[src/can_bit_timing_pkg.sv]
// Constants and types shared by the CAN bit timing configuration block
package can_bit_timing_pkg;
  localparam logic [7:0] ADDR_CFG_A = 8'h2A;
  localparam logic [7:0] ADDR_CFG_B = 8'h29;
  localparam logic [7:0] ADDR_CFG_C = 8'h28;
  localparam logic [7:0] RESET_CFG_A = 8'h00;
  localparam logic [7:0] RESET_CFG_B = 8'h00;
  localparam logic [7:0] RESET_CFG_C = 8'h00;
  localparam int PRESCALER_LSB = 0;
  localparam int PRESCALER_W = 6;
  localparam int JUMP_LSB = 6;
  localparam int JUMP_W = 2;
  localparam int PROP_LSB = 0;
  localparam int PH1_LSB = 3;
  localparam int PH2_LSB = 0;
  localparam int SEG_W = 3;
  localparam int TRIPLE_BIT = 6;
  localparam int PH2_SRC_BIT = 7;
  localparam int WAKE_BIT = 6;
  localparam int SOF_BIT = 7;
  localparam logic [7:0] CFG_C_IMPL_MASK = 8'hC7;
  localparam logic [3:0] SYNC_QUANTA = 4'h1;
  localparam logic [3:0] IPT_QUANTA = 4'h2;
  localparam int LEN_W = 4;
  typedef enum logic [1:0] {
    SEG_SYNC = 2'b00,
    SEG_PROP = 2'b01,
    SEG_PH1 = 2'b11,
    SEG_PH2 = 2'b10
  } seg_state_t;
endpackage : can_bit_timing_pkg

[src/bit_quantum_if.sv]
// Quantum timing and sampling signals between the bit timing modules
`timescale 1ns/1ps
`default_nettype none
interface bit_quantum_if;
  logic [can_bit_timing_pkg::PRESCALER_W-1:0] prescale;
  logic restart;
  logic tq_tick;
  logic half_tick;
  logic rx;
  logic triple;
  logic sample_strobe;
  logic sampled_bit;
  modport gen (input prescale, input restart, output tq_tick, output half_tick);
  modport smp (input tq_tick, input half_tick, input rx, input triple, input sample_strobe, output sampled_bit);
  modport core (output prescale, output restart, input tq_tick, input half_tick, output rx, output triple,
                output sample_strobe, input sampled_bit);
endinterface : bit_quantum_if
`default_nettype wire

[src/quantum_prescaler.sv]
// Time quantum generator: one quantum every 2*(prescale+1) clocks
`timescale 1ns/1ps
`default_nettype none
module quantum_prescaler (
  input wire logic i_core_clk,
  input wire logic i_resetn,
  bit_quantum_if.gen tq
);
  localparam int CNT_W = can_bit_timing_pkg::PRESCALER_W + 1;
  logic [CNT_W-1:0] count_q;
  logic [CNT_W-1:0] half_end;
  logic [CNT_W-1:0] full_end;

  assign half_end = {1'b0, tq.prescale};
  assign full_end = {tq.prescale, 1'b1};
  assign tq.half_tick = (count_q == half_end) && !tq.restart;
  assign tq.tq_tick = (count_q == full_end) && !tq.restart;

  always_ff @(posedge i_core_clk or negedge i_resetn) begin
    if (!i_resetn) begin
      count_q <= '0;
    end else if (tq.restart || count_q == full_end) begin
      count_q <= '0;
    end else begin
      count_q <= count_q + 1'b1;
    end
  end
endmodule : quantum_prescaler
`default_nettype wire

[src/bus_sampler.sv]
// Bus sampler: single sample or majority of three half-quantum samples
`timescale 1ns/1ps
`default_nettype none
module bus_sampler (
  input wire logic i_core_clk,
  input wire logic i_resetn,
  bit_quantum_if.smp tq
);
  logic [1:0] hist_q;
  logic bit_q;
  logic majority;

  // Recessive history so a first frame after reset does not vote dominant
  always_ff @(posedge i_core_clk or negedge i_resetn) begin
    if (!i_resetn) begin
      hist_q <= 2'h3;
    end else if (tq.half_tick || tq.tq_tick) begin
      hist_q <= {hist_q[0], tq.rx};
    end
  end

  assign majority = (hist_q[1] & hist_q[0]) | (hist_q[1] & tq.rx) | (hist_q[0] & tq.rx);

  always_ff @(posedge i_core_clk or negedge i_resetn) begin
    if (!i_resetn) begin
      bit_q <= 1'b1;
    end else if (tq.sample_strobe) begin
      bit_q <= tq.triple ? majority : tq.rx;
    end
  end

  assign tq.sampled_bit = bit_q;
endmodule : bus_sampler
`default_nettype wire

[src/can_bit_timing_config.sv]
// CAN bit timing configuration registers and nominal bit time sequencer
// Summary of operation
// - Timing registers written only in configuration mode
// - Quantum is two times prescaler plus one
// - Jump width codes give one to four
// - Propagation segment is field plus one quanta
// - First phase is field plus one quanta
// - Triple sampling takes majority of three samples
// - Single sample at end of first phase
// - Source bit set: phase two from field
// - Source bit clear: max of phase one, two
// - Source bit clear: phase two field ignored
// - Source bit set: phase two is field plus one quanta
// - Start-of-frame bit steers clock output when enabled
// - Wake-up filter follows its enable bit
// - Unimplemented third register bits read zero
// - Synchronization segment is always one quantum
// - Bit is sync, propagation, phase one, two
// - Resync adjusts phases by at most jump width
`timescale 1ns/1ps
`default_nettype none
module can_bit_timing_config (
  input wire logic i_core_clk,
  input wire logic i_resetn,
  input wire logic [7:0] i_reg_addr,
  input wire logic i_reg_write,
  input wire logic [7:0] i_reg_wdata,
  input wire logic i_reg_read,
  output logic [7:0] o_reg_rdata,
  input wire logic i_config_mode,
  input wire logic i_clock_output_enable,
  input wire logic i_bus_receive_pin,
  input wire logic i_bus_idle,
  input wire logic i_transmitting,
  output logic o_clock_output_sof_select,
  output logic o_clock_output_divided_select,
  output logic o_wakeup_glitch_filter_enable,
  output logic o_quantum_tick,
  output logic o_bit_start,
  output logic o_sample_point,
  output logic o_sampled_bit,
  output logic [1:0] o_segment
);
  localparam int LW = can_bit_timing_pkg::LEN_W;

  logic [7:0] cfg_a_q;
  logic [7:0] cfg_b_q;
  logic [7:0] cfg_c_q;
  logic [7:0] rdata_q;

  can_bit_timing_pkg::seg_state_t seg_q;
  can_bit_timing_pkg::seg_state_t seg_d;
  logic [LW-1:0] cnt_q;
  logic [LW-1:0] cnt_d;
  logic [LW-1:0] stretch_q;
  logic [LW-1:0] shrink_q;
  logic synced_q;
  logic rx_prev_q;
  logic end_bit_q;

  logic [LW-1:0] prop_len;
  logic [LW-1:0] ph1_len;
  logic [LW-1:0] ph1_base;
  logic [LW-1:0] ph2_len;
  logic [LW-1:0] ph2_eff;
  logic [LW-1:0] seg_len;
  logic [LW-1:0] jump;
  logic [LW-1:0] pos_err;
  logic [LW:0] pos_sum;
  logic [LW-1:0] neg_err;
  logic fall_edge;
  logic hard_sync;
  logic resync_edge;
  logic seg_done;

  bit_quantum_if tq ();

  quantum_prescaler u_prescaler (
    .i_core_clk(i_core_clk),
    .i_resetn(i_resetn),
    .tq(tq)
  );

  bus_sampler u_sampler (
    .i_core_clk(i_core_clk),
    .i_resetn(i_resetn),
    .tq(tq)
  );

  // Field plus one, widened to the length counter
  function automatic logic [LW-1:0] plus_one(input logic [2:0] f);
    plus_one = {1'b0, f} + 4'h1;
  endfunction : plus_one

  // Smaller of two lengths, used to bound the phase one lengthening of a resync
  function automatic logic [LW-1:0] min_len(input logic [LW-1:0] a, input logic [LW-1:0] b);
    min_len = (a < b) ? a : b;
  endfunction : min_len

  // Register writes; the bit timing stays stable while the bus runs
  always_ff @(posedge i_core_clk or negedge i_resetn) begin
    if (!i_resetn) begin
      cfg_a_q <= can_bit_timing_pkg::RESET_CFG_A;
    end else if (i_reg_write && i_config_mode && i_reg_addr == can_bit_timing_pkg::ADDR_CFG_A) begin
      cfg_a_q <= i_reg_wdata;
    end
  end

  always_ff @(posedge i_core_clk or negedge i_resetn) begin
    if (!i_resetn) begin
      cfg_b_q <= can_bit_timing_pkg::RESET_CFG_B;
    end else if (i_reg_write && i_config_mode && i_reg_addr == can_bit_timing_pkg::ADDR_CFG_B) begin
      cfg_b_q <= i_reg_wdata;
    end
  end

  always_ff @(posedge i_core_clk or negedge i_resetn) begin
    if (!i_resetn) begin
      cfg_c_q <= can_bit_timing_pkg::RESET_CFG_C;
    end else if (i_reg_write && i_config_mode && i_reg_addr == can_bit_timing_pkg::ADDR_CFG_C) begin
      cfg_c_q <= i_reg_wdata & can_bit_timing_pkg::CFG_C_IMPL_MASK;
    end
  end

  // Read data registered one cycle after the read strobe; unmapped reads zero
  always_ff @(posedge i_core_clk or negedge i_resetn) begin
    if (!i_resetn) begin
      rdata_q <= 8'h00;
    end else if (i_reg_read) begin
      case (i_reg_addr)
        can_bit_timing_pkg::ADDR_CFG_A: rdata_q <= cfg_a_q;
        can_bit_timing_pkg::ADDR_CFG_B: rdata_q <= cfg_b_q;
        can_bit_timing_pkg::ADDR_CFG_C: rdata_q <= cfg_c_q & can_bit_timing_pkg::CFG_C_IMPL_MASK;
        default: rdata_q <= 8'h00;
      endcase
    end
  end

  assign o_reg_rdata = rdata_q;

  // Pin function selects
  assign o_clock_output_sof_select = i_clock_output_enable & cfg_c_q[can_bit_timing_pkg::SOF_BIT];
  assign o_clock_output_divided_select = i_clock_output_enable & ~cfg_c_q[can_bit_timing_pkg::SOF_BIT];
  assign o_wakeup_glitch_filter_enable = cfg_c_q[can_bit_timing_pkg::WAKE_BIT];

  // Segment lengths in quanta
  assign tq.prescale = cfg_a_q[can_bit_timing_pkg::PRESCALER_LSB +: can_bit_timing_pkg::PRESCALER_W];
  assign jump = {2'b00, cfg_a_q[can_bit_timing_pkg::JUMP_LSB +: can_bit_timing_pkg::JUMP_W]} + 4'h1;
  assign prop_len = plus_one(cfg_b_q[can_bit_timing_pkg::PROP_LSB +: can_bit_timing_pkg::SEG_W]);
  assign ph1_base = plus_one(cfg_b_q[can_bit_timing_pkg::PH1_LSB +: can_bit_timing_pkg::SEG_W]);
  assign ph1_len = ph1_base + stretch_q;

  // Phase two ignores its own field unless the source bit selects it
  always_comb begin
    if (cfg_b_q[can_bit_timing_pkg::PH2_SRC_BIT]) begin
      ph2_len = plus_one(cfg_c_q[can_bit_timing_pkg::PH2_LSB +: can_bit_timing_pkg::SEG_W]);
    end else if (ph1_base > can_bit_timing_pkg::IPT_QUANTA) begin
      ph2_len = ph1_base;
    end else begin
      ph2_len = can_bit_timing_pkg::IPT_QUANTA;
    end
  end

  // A too-short phase two is software's fault; never let shortening reach zero
  assign ph2_eff = (ph2_len > shrink_q) ? ph2_len - shrink_q : 4'h1;

  always_comb begin
    case (seg_q)
      can_bit_timing_pkg::SEG_SYNC: seg_len = can_bit_timing_pkg::SYNC_QUANTA;
      can_bit_timing_pkg::SEG_PROP: seg_len = prop_len;
      can_bit_timing_pkg::SEG_PH1: seg_len = ph1_len;
      can_bit_timing_pkg::SEG_PH2: seg_len = ph2_eff;
      default: seg_len = can_bit_timing_pkg::SYNC_QUANTA;
    endcase
  end

  assign seg_done = tq.tq_tick && (cnt_q + 4'h1 >= seg_len);

  // Edge handling: only recessive-to-dominant after a recessive sample counts
  assign tq.rx = i_bus_receive_pin;
  assign fall_edge = rx_prev_q && !i_bus_receive_pin && tq.sampled_bit;
  assign hard_sync = fall_edge && i_bus_idle;
  assign resync_edge = fall_edge && !i_bus_idle && !synced_q;
  assign tq.restart = hard_sync;

  // Phase error in quanta from the end of sync, or remaining in phase two
  // Saturate so a late phase one edge never wraps to a tiny error
  assign pos_sum = {1'b0, prop_len} + {1'b0, cnt_q} + 5'h01;
  assign pos_err = (seg_q == can_bit_timing_pkg::SEG_PROP) ? cnt_q + 4'h1 :
                   (pos_sum[LW] ? 4'hF : pos_sum[LW-1:0]);
  assign neg_err = ph2_eff - cnt_q;

  always_ff @(posedge i_core_clk or negedge i_resetn) begin
    if (!i_resetn) begin
      rx_prev_q <= 1'b1;
    end else begin
      rx_prev_q <= i_bus_receive_pin;
    end
  end

  // Bit sequencer, sync then propagation then phase one then phase two
  always_comb begin
    seg_d = seg_q;
    cnt_d = cnt_q;
    if (hard_sync) begin
      seg_d = can_bit_timing_pkg::SEG_SYNC;
      cnt_d = '0;
    end else if (end_bit_q && tq.tq_tick) begin
      seg_d = can_bit_timing_pkg::SEG_SYNC;
      cnt_d = '0;
    end else if (seg_done) begin
      cnt_d = '0;
      case (seg_q)
        can_bit_timing_pkg::SEG_SYNC: seg_d = can_bit_timing_pkg::SEG_PROP;
        can_bit_timing_pkg::SEG_PROP: seg_d = can_bit_timing_pkg::SEG_PH1;
        can_bit_timing_pkg::SEG_PH1: seg_d = can_bit_timing_pkg::SEG_PH2;
        can_bit_timing_pkg::SEG_PH2: seg_d = can_bit_timing_pkg::SEG_SYNC;
        default: seg_d = can_bit_timing_pkg::SEG_SYNC;
      endcase
    end else if (tq.tq_tick) begin
      cnt_d = cnt_q + 4'h1;
    end
  end

  always_ff @(posedge i_core_clk or negedge i_resetn) begin
    if (!i_resetn) begin
      seg_q <= can_bit_timing_pkg::SEG_SYNC;
      cnt_q <= '0;
    end else begin
      seg_q <= seg_d;
      cnt_q <= cnt_d;
    end
  end

  // One synchronization per bit; cleared as each new bit begins
  always_ff @(posedge i_core_clk or negedge i_resetn) begin
    if (!i_resetn) begin
      synced_q <= 1'b0;
    end else if (hard_sync || resync_edge) begin
      synced_q <= 1'b1;
    end else if (seg_d == can_bit_timing_pkg::SEG_SYNC && seg_q != can_bit_timing_pkg::SEG_SYNC) begin
      synced_q <= 1'b0;
    end
  end

  // Early edge lengthens phase one; a transmitter never does this
  always_ff @(posedge i_core_clk or negedge i_resetn) begin
    if (!i_resetn) begin
      stretch_q <= '0;
    end else if (hard_sync || seg_d == can_bit_timing_pkg::SEG_SYNC) begin
      stretch_q <= '0;
    end else if (resync_edge && !i_transmitting &&
                 (seg_q == can_bit_timing_pkg::SEG_PROP || seg_q == can_bit_timing_pkg::SEG_PH1)) begin
      stretch_q <= min_len(pos_err, jump);
    end
  end

  // Late edge shortens phase two, or ends the bit if within the jump width
  always_ff @(posedge i_core_clk or negedge i_resetn) begin
    if (!i_resetn) begin
      shrink_q <= '0;
      end_bit_q <= 1'b0;
    end else if (hard_sync || seg_d == can_bit_timing_pkg::SEG_SYNC) begin
      shrink_q <= '0;
      end_bit_q <= 1'b0;
    end else if (resync_edge && seg_q == can_bit_timing_pkg::SEG_PH2) begin
      if (neg_err <= jump) begin
        end_bit_q <= 1'b1;
      end else begin
        shrink_q <= jump;
      end
    end
  end

  // Sample point is the quantum that closes phase one
  assign tq.sample_strobe = seg_done && seg_q == can_bit_timing_pkg::SEG_PH1 && !hard_sync;
  assign tq.triple = cfg_b_q[can_bit_timing_pkg::TRIPLE_BIT];

  assign o_quantum_tick = tq.tq_tick;
  assign o_sample_point = tq.sample_strobe;
  assign o_bit_start = (seg_d == can_bit_timing_pkg::SEG_SYNC) && (seg_q != can_bit_timing_pkg::SEG_SYNC || hard_sync);
  assign o_sampled_bit = tq.sampled_bit;
  assign o_segment = seg_q;
endmodule : can_bit_timing_config
`default_nettype wire

[config.mk]
export PLATFORM = sky130hd
export DESIGN_NAME = can_bit_timing_config
export DESIGN_NICKNAME = d
export VERILOG_FILES = /design/src/can_bit_timing_pkg.sv /design/src/bit_quantum_if.sv /design/src/quantum_prescaler.sv /design/src/bus_sampler.sv /design/src/can_bit_timing_config.sv
export SDC_FILE = /design/constraint.sdc
export NUM_CORES = 1
export LEC_CHECK = 0
export BUFFER_PORTS_ARGS = -buffer_cell sky130_fd_sc_hd__buf_2
export CORE_MARGIN = 2
export CORE_UTILIZATION = 50
export DETAILED_ROUTE_END_ITERATION = 16
export PLACE_DENSITY = 0.7
export SLEW_MARGIN = 20
export SYNTH_ARGS = -nofsm -noshare
export SYNTH_HDL_FRONTEND = slang
export SYNTH_SLANG_ARGS = --single-unit
[constraint.sdc]
create_clock -name i_core_clk -period 5.6 [get_ports i_core_clk]
set_input_delay 1.4 -clock i_core_clk [delete_from_list [all_inputs] [get_ports i_core_clk]]
set_output_delay 1.4 -clock i_core_clk [all_outputs]
set_load 0.01 [all_outputs]
==> impl_metrics.env <==
export IMPL_ys_ff_latch=55
export IMPL_yosys_area_top_type="dfrtp_1"
export IMPL_nets=500
export IMPL_start_util_pct=51.75
export IMPL_numCtsBuffers=5
export IMPL_clockBufferDepth=2
export IMPL_clock_skew_ns=0.01310
export IMPL_grt_max_degree=56
export IMPL_synth_area_top_cells="dfrtp_1 (34%), ha_1 (9.6%), mux2_2 (5.1%), nor2_1 (4.0%), xnor2_1 (3.5%)"
export IMPL_fin_cells=542
export IMPL_min_period_over_period_pct=96.99
export IMPL_cts_tree="yes"
export IMPL_setup_ws_ns=0.1686
export IMPL_slew_violations=0
export IMPL_hold_viol_final=0
export IMPL_syn_nets=454
export IMPL_placed_cells_incl_taps=525
export IMPL_reg2reg_depth=22
export IMPL_fin_tns_setup_ns=0
export IMPL_grt_overflow=0
export IMPL_slew_headroom_pct=34.58
export IMPL_grt_pass1_wl_um=14670
export IMPL_rr_startpoint="cfg_b_q[3]$_DFFE_PN0P_"
export IMPL_r2r_setup_slack_ns=1.09
export IMPL_io_buffers=41
export IMPL_ioPinCount=42
export IMPL_hold_ws_ns=0.5253
export IMPL_gr_usage_all_layers_pct=22.05
export IMPL_crit_path_start_kind="register"
export IMPL_antenna_found_initial=0
export IMPL_synth_area_um2=3774
export IMPL_peakVddDrop_v=0.0002628
export IMPL_drv_cap=0
export IMPL_setup_violations_final=0
export IMPL_netSwitchingPower_mw=0.6701
export IMPL_cp_max_fo=5
export IMPL_tightestPinTransition_ns=0.9723
export IMPL_core_um2=7292
export IMPL_drive_above_1_share_pct=23.70
export IMPL_min_path_cells=2
export IMPL_seqPwrFrac_pct=33.1
export IMPL_drc=0
export IMPL_dieArea_um2=8258
export IMPL_clockRootBuffer="clkbuf_8"
export IMPL_htreeDepth=2
export IMPL_firstDrtPassIters=5
export IMPL_holdBufCountCts=0
export IMPL_vias_per_cell=5.699
export IMPL_grt_pass1_vias=3045
export IMPL_synth_top_area_share_pct=33.82
export IMPL_holdPathEnd="o_reg_rdata[4]$_DFFE_PN0P_"
export IMPL_internal_power_mw=0.9563
export IMPL_gp_congestion=0.9174
export IMPL_fp_dieW_um=90.88
export IMPL_switching_share_pct=41.20
export IMPL_hpwl_um=6641
export IMPL_syn_avg_cell_area_um2=9.529
export IMPL_hp_class="reg -> reg"
export IMPL_status="finished clean"
export IMPL_worstSetupEndpointType="output port"
export IMPL_yosysWarningCount=0
export IMPL_post_place_ws_ns=0.2457
export IMPL_r2r_end="shrink_q[1]$_DFFE_PN0P_"
export IMPL_diodes=0
export IMPL_netlist_instances=396
export IMPL_rows=31
export IMPL_synth_flop_cell="dfrtp_1"
export IMPL_combinationalPowerShare_pct=50.1
export IMPL_yosysUniqueCellTypes=57
export IMPL_period_needed_ns=5.431
export IMPL_clkPwrFrac_pct=16.8
export IMPL_critPathRequiredTime_ns=4.20
export IMPL_vias=3089
export IMPL_syn_to_final_growth_pct=13.43
export IMPL_avgRoutedWirePerCell_um=16.12
export IMPL_drt_iter0_markers=196
export IMPL_async_flop_share_pct=100.0
export IMPL_cp_arrival_ns=4.03
export IMPL_ant_nets=0
export IMPL_crit_type="reg -> out"
export IMPL_p_leak_nw=2.030
export IMPL_dieHeight_um=90.88
export IMPL_min_from="o_reg_rdata[4]$_DFFE_PN0P_"
export IMPL_yosysSeqAreaShare_pct=36.60
export IMPL_p_per_area_nw_per_um2=380.0
export IMPL_timing_fmax_mhz=184.1
export IMPL_cts_sinks=55
export IMPL_totalWireLength_um=8737
export IMPL_clock_latency_ns=0.32
export IMPL_cts_clk_slew_worst_paths_ns=0.11
export IMPL_synth_edf_count=0
worst max-delay path, cell delays in order, from the launching register on:
cell,delay [ns]
dfrtp_2,0.46
ha_2,0.21
xor2_2,0.17
nor2_1,0.07
nor2_1,0.09
o21ai_0,0.08
ha_1,0.22
fa_2,0.36
nor2b_2,0.14
nor2_1,0.05
a31oi_1,0.18
nor2_2,0.08
o32a_1,0.36
ha_1,0.28
or2_1,0.22
a21oi_2,0.15
a21oi_2,0.08
o311ai_2,0.27
nand2_1,0.08
buf_2,0.14
final cells by class:
cell class	count	area, um^2
Fill cell	655	3012
Multi-Input combinational cell	300	2268
Sequential cell	55	1383
Timing Repair Buffer	51	280.3
Tap cell	99	123.9
Inverter	29	108.9
Clock buffer	5	68.82
Clock inverter	3	47.55
cells by family (layout without fill, tap and decap cells):
| logic type | count (synthesis) | after routing | share of synthesized area [%] |
|---|---|---|---|
| XOR/XNOR | 30 | 30 | 7.162 |
| flip-flops | 55 | 55 | 36.60 |
| AND/OR/NAND/NOR | 127 | 127 | 17.54 |
| adder cells (fa/ha/maj) | 33 | 33 | 11.74 |
| buffers and inverters | 41 | 88 | 4.476 |
| AO/OA/AOI/OAI | 79 | 79 | 13.40 |
| multiplexers | 31 | 31 | 9.085 |
cell usage in the layout, fill, tap and decap left out, types with 3 or more instances in the layout:
cell,count
a21oi_1,24
a22o_1,3
a22oi_1,5
a32oi_1,3
and3_1,3
buf_2,41
buf_4,10
clkbuf_8,5
dfrtp_1,50
dfstp_2,4
fa_1,3
ha_1,27
inv_1,28
mux2_1,5
mux2_2,17
mux2i_1,8
nand2_1,20
nand2b_1,6
nand3_1,13
nand4_1,3
nor2_1,39
nor2b_1,11
nor3_1,5
nor3_2,4
nor4_1,4
o211ai_1,4
o21ai_0,16
o22ai_1,5
or2_2,3
or3_1,3
xnor2_1,15
xor2_1,13
per-stage QoR:
| step | util, % | power, mW | cell area, um^2 |
|---|---|---|---|
| 4_1_cts | 57.89 | 1.569 | 4222 |
| 6_report | 58.70 | 1.626 | 4280 |
| 2_1_floorplan | - | 1.098 | 3774 |
| 3_3_place_gp | 55.54 | 1.241 | 4050 |
| 3_5_place_dp | 55.54 | 1.278 | 4050 |
| 5_1_grt | 58.70 | 1.751 | 4280 |
registers in the layout, summed over array words and instances (netlist names), 3 cells and up:
signal and cells:
u_prescaler.count_q 7, cfg_c_q 5, cfg_a_q 8, stretch_q 4
shrink_q 3, cfg_b_q 8, o_reg_rdata 8, cnt_q 4
routing by layer:
layer  GRT usage, %  vias to the layer above  routed length [um]
met5              0                        -                   0
li1               -                     1490                   -
met4          7.576                        0                 173
met1          30.15                     1493                3960
met2          36.13                       91                4246
met3          3.005                       15                 357
worst max-delay path by stage:
stage	startpoint	end	cells after the start
floorplan	cfg_b_q[3]$_DFFE_PN0P_	o_bit_start	18
global placement	cfg_b_q[3]$_DFFE_PN0P_	o_bit_start	19
detailed placement	cfg_b_q[3]$_DFFE_PN0P_	o_sample_point	18
CTS	cfg_b_q[3]$_DFFE_PN0P_	o_bit_start	19
global route	cfg_b_q[3]$_DFFE_PN0P_	o_bit_start	19
finish	cfg_b_q[3]$_DFFE_PN0P_	o_bit_start	19
cells in the mapped netlist (12+ instances only):
cell,number
dfrtp_1,51
nor2_1,40
ha_1,29
inv_1,29
a21oi_1,26
nand2_1,20
mux2_2,17
o21ai_0,16
xnor2_1,15
xor2_1,14
nand3_1,13
nor2b_1,12
power groups by stage:
| stage | Clock, mW | Combinational (mW) | Sequential [mW] |
|---|---|---|---|
| final | 0.273 | 0.815 | 0.538 |
| after global routing | 0.291 | 0.913 | 0.547 |
| after CTS | 0.277 | 0.755 | 0.537 |
| after detailed placement | 0 | 0.733 | 0.545 |
| after global placement | 0 | 0.701 | 0.541 |
| after floorplan | 0 | 0.588 | 0.510 |
repair_timing:
action	in CTS	in global routing
setup buffers	3	6
endpoints found under the setup margin	2	2
gates resized for setup	5	6
hold endpoints to repair	0	0
pin swaps	1	2
No activity file was read; power rests on OpenSTA's default activity.
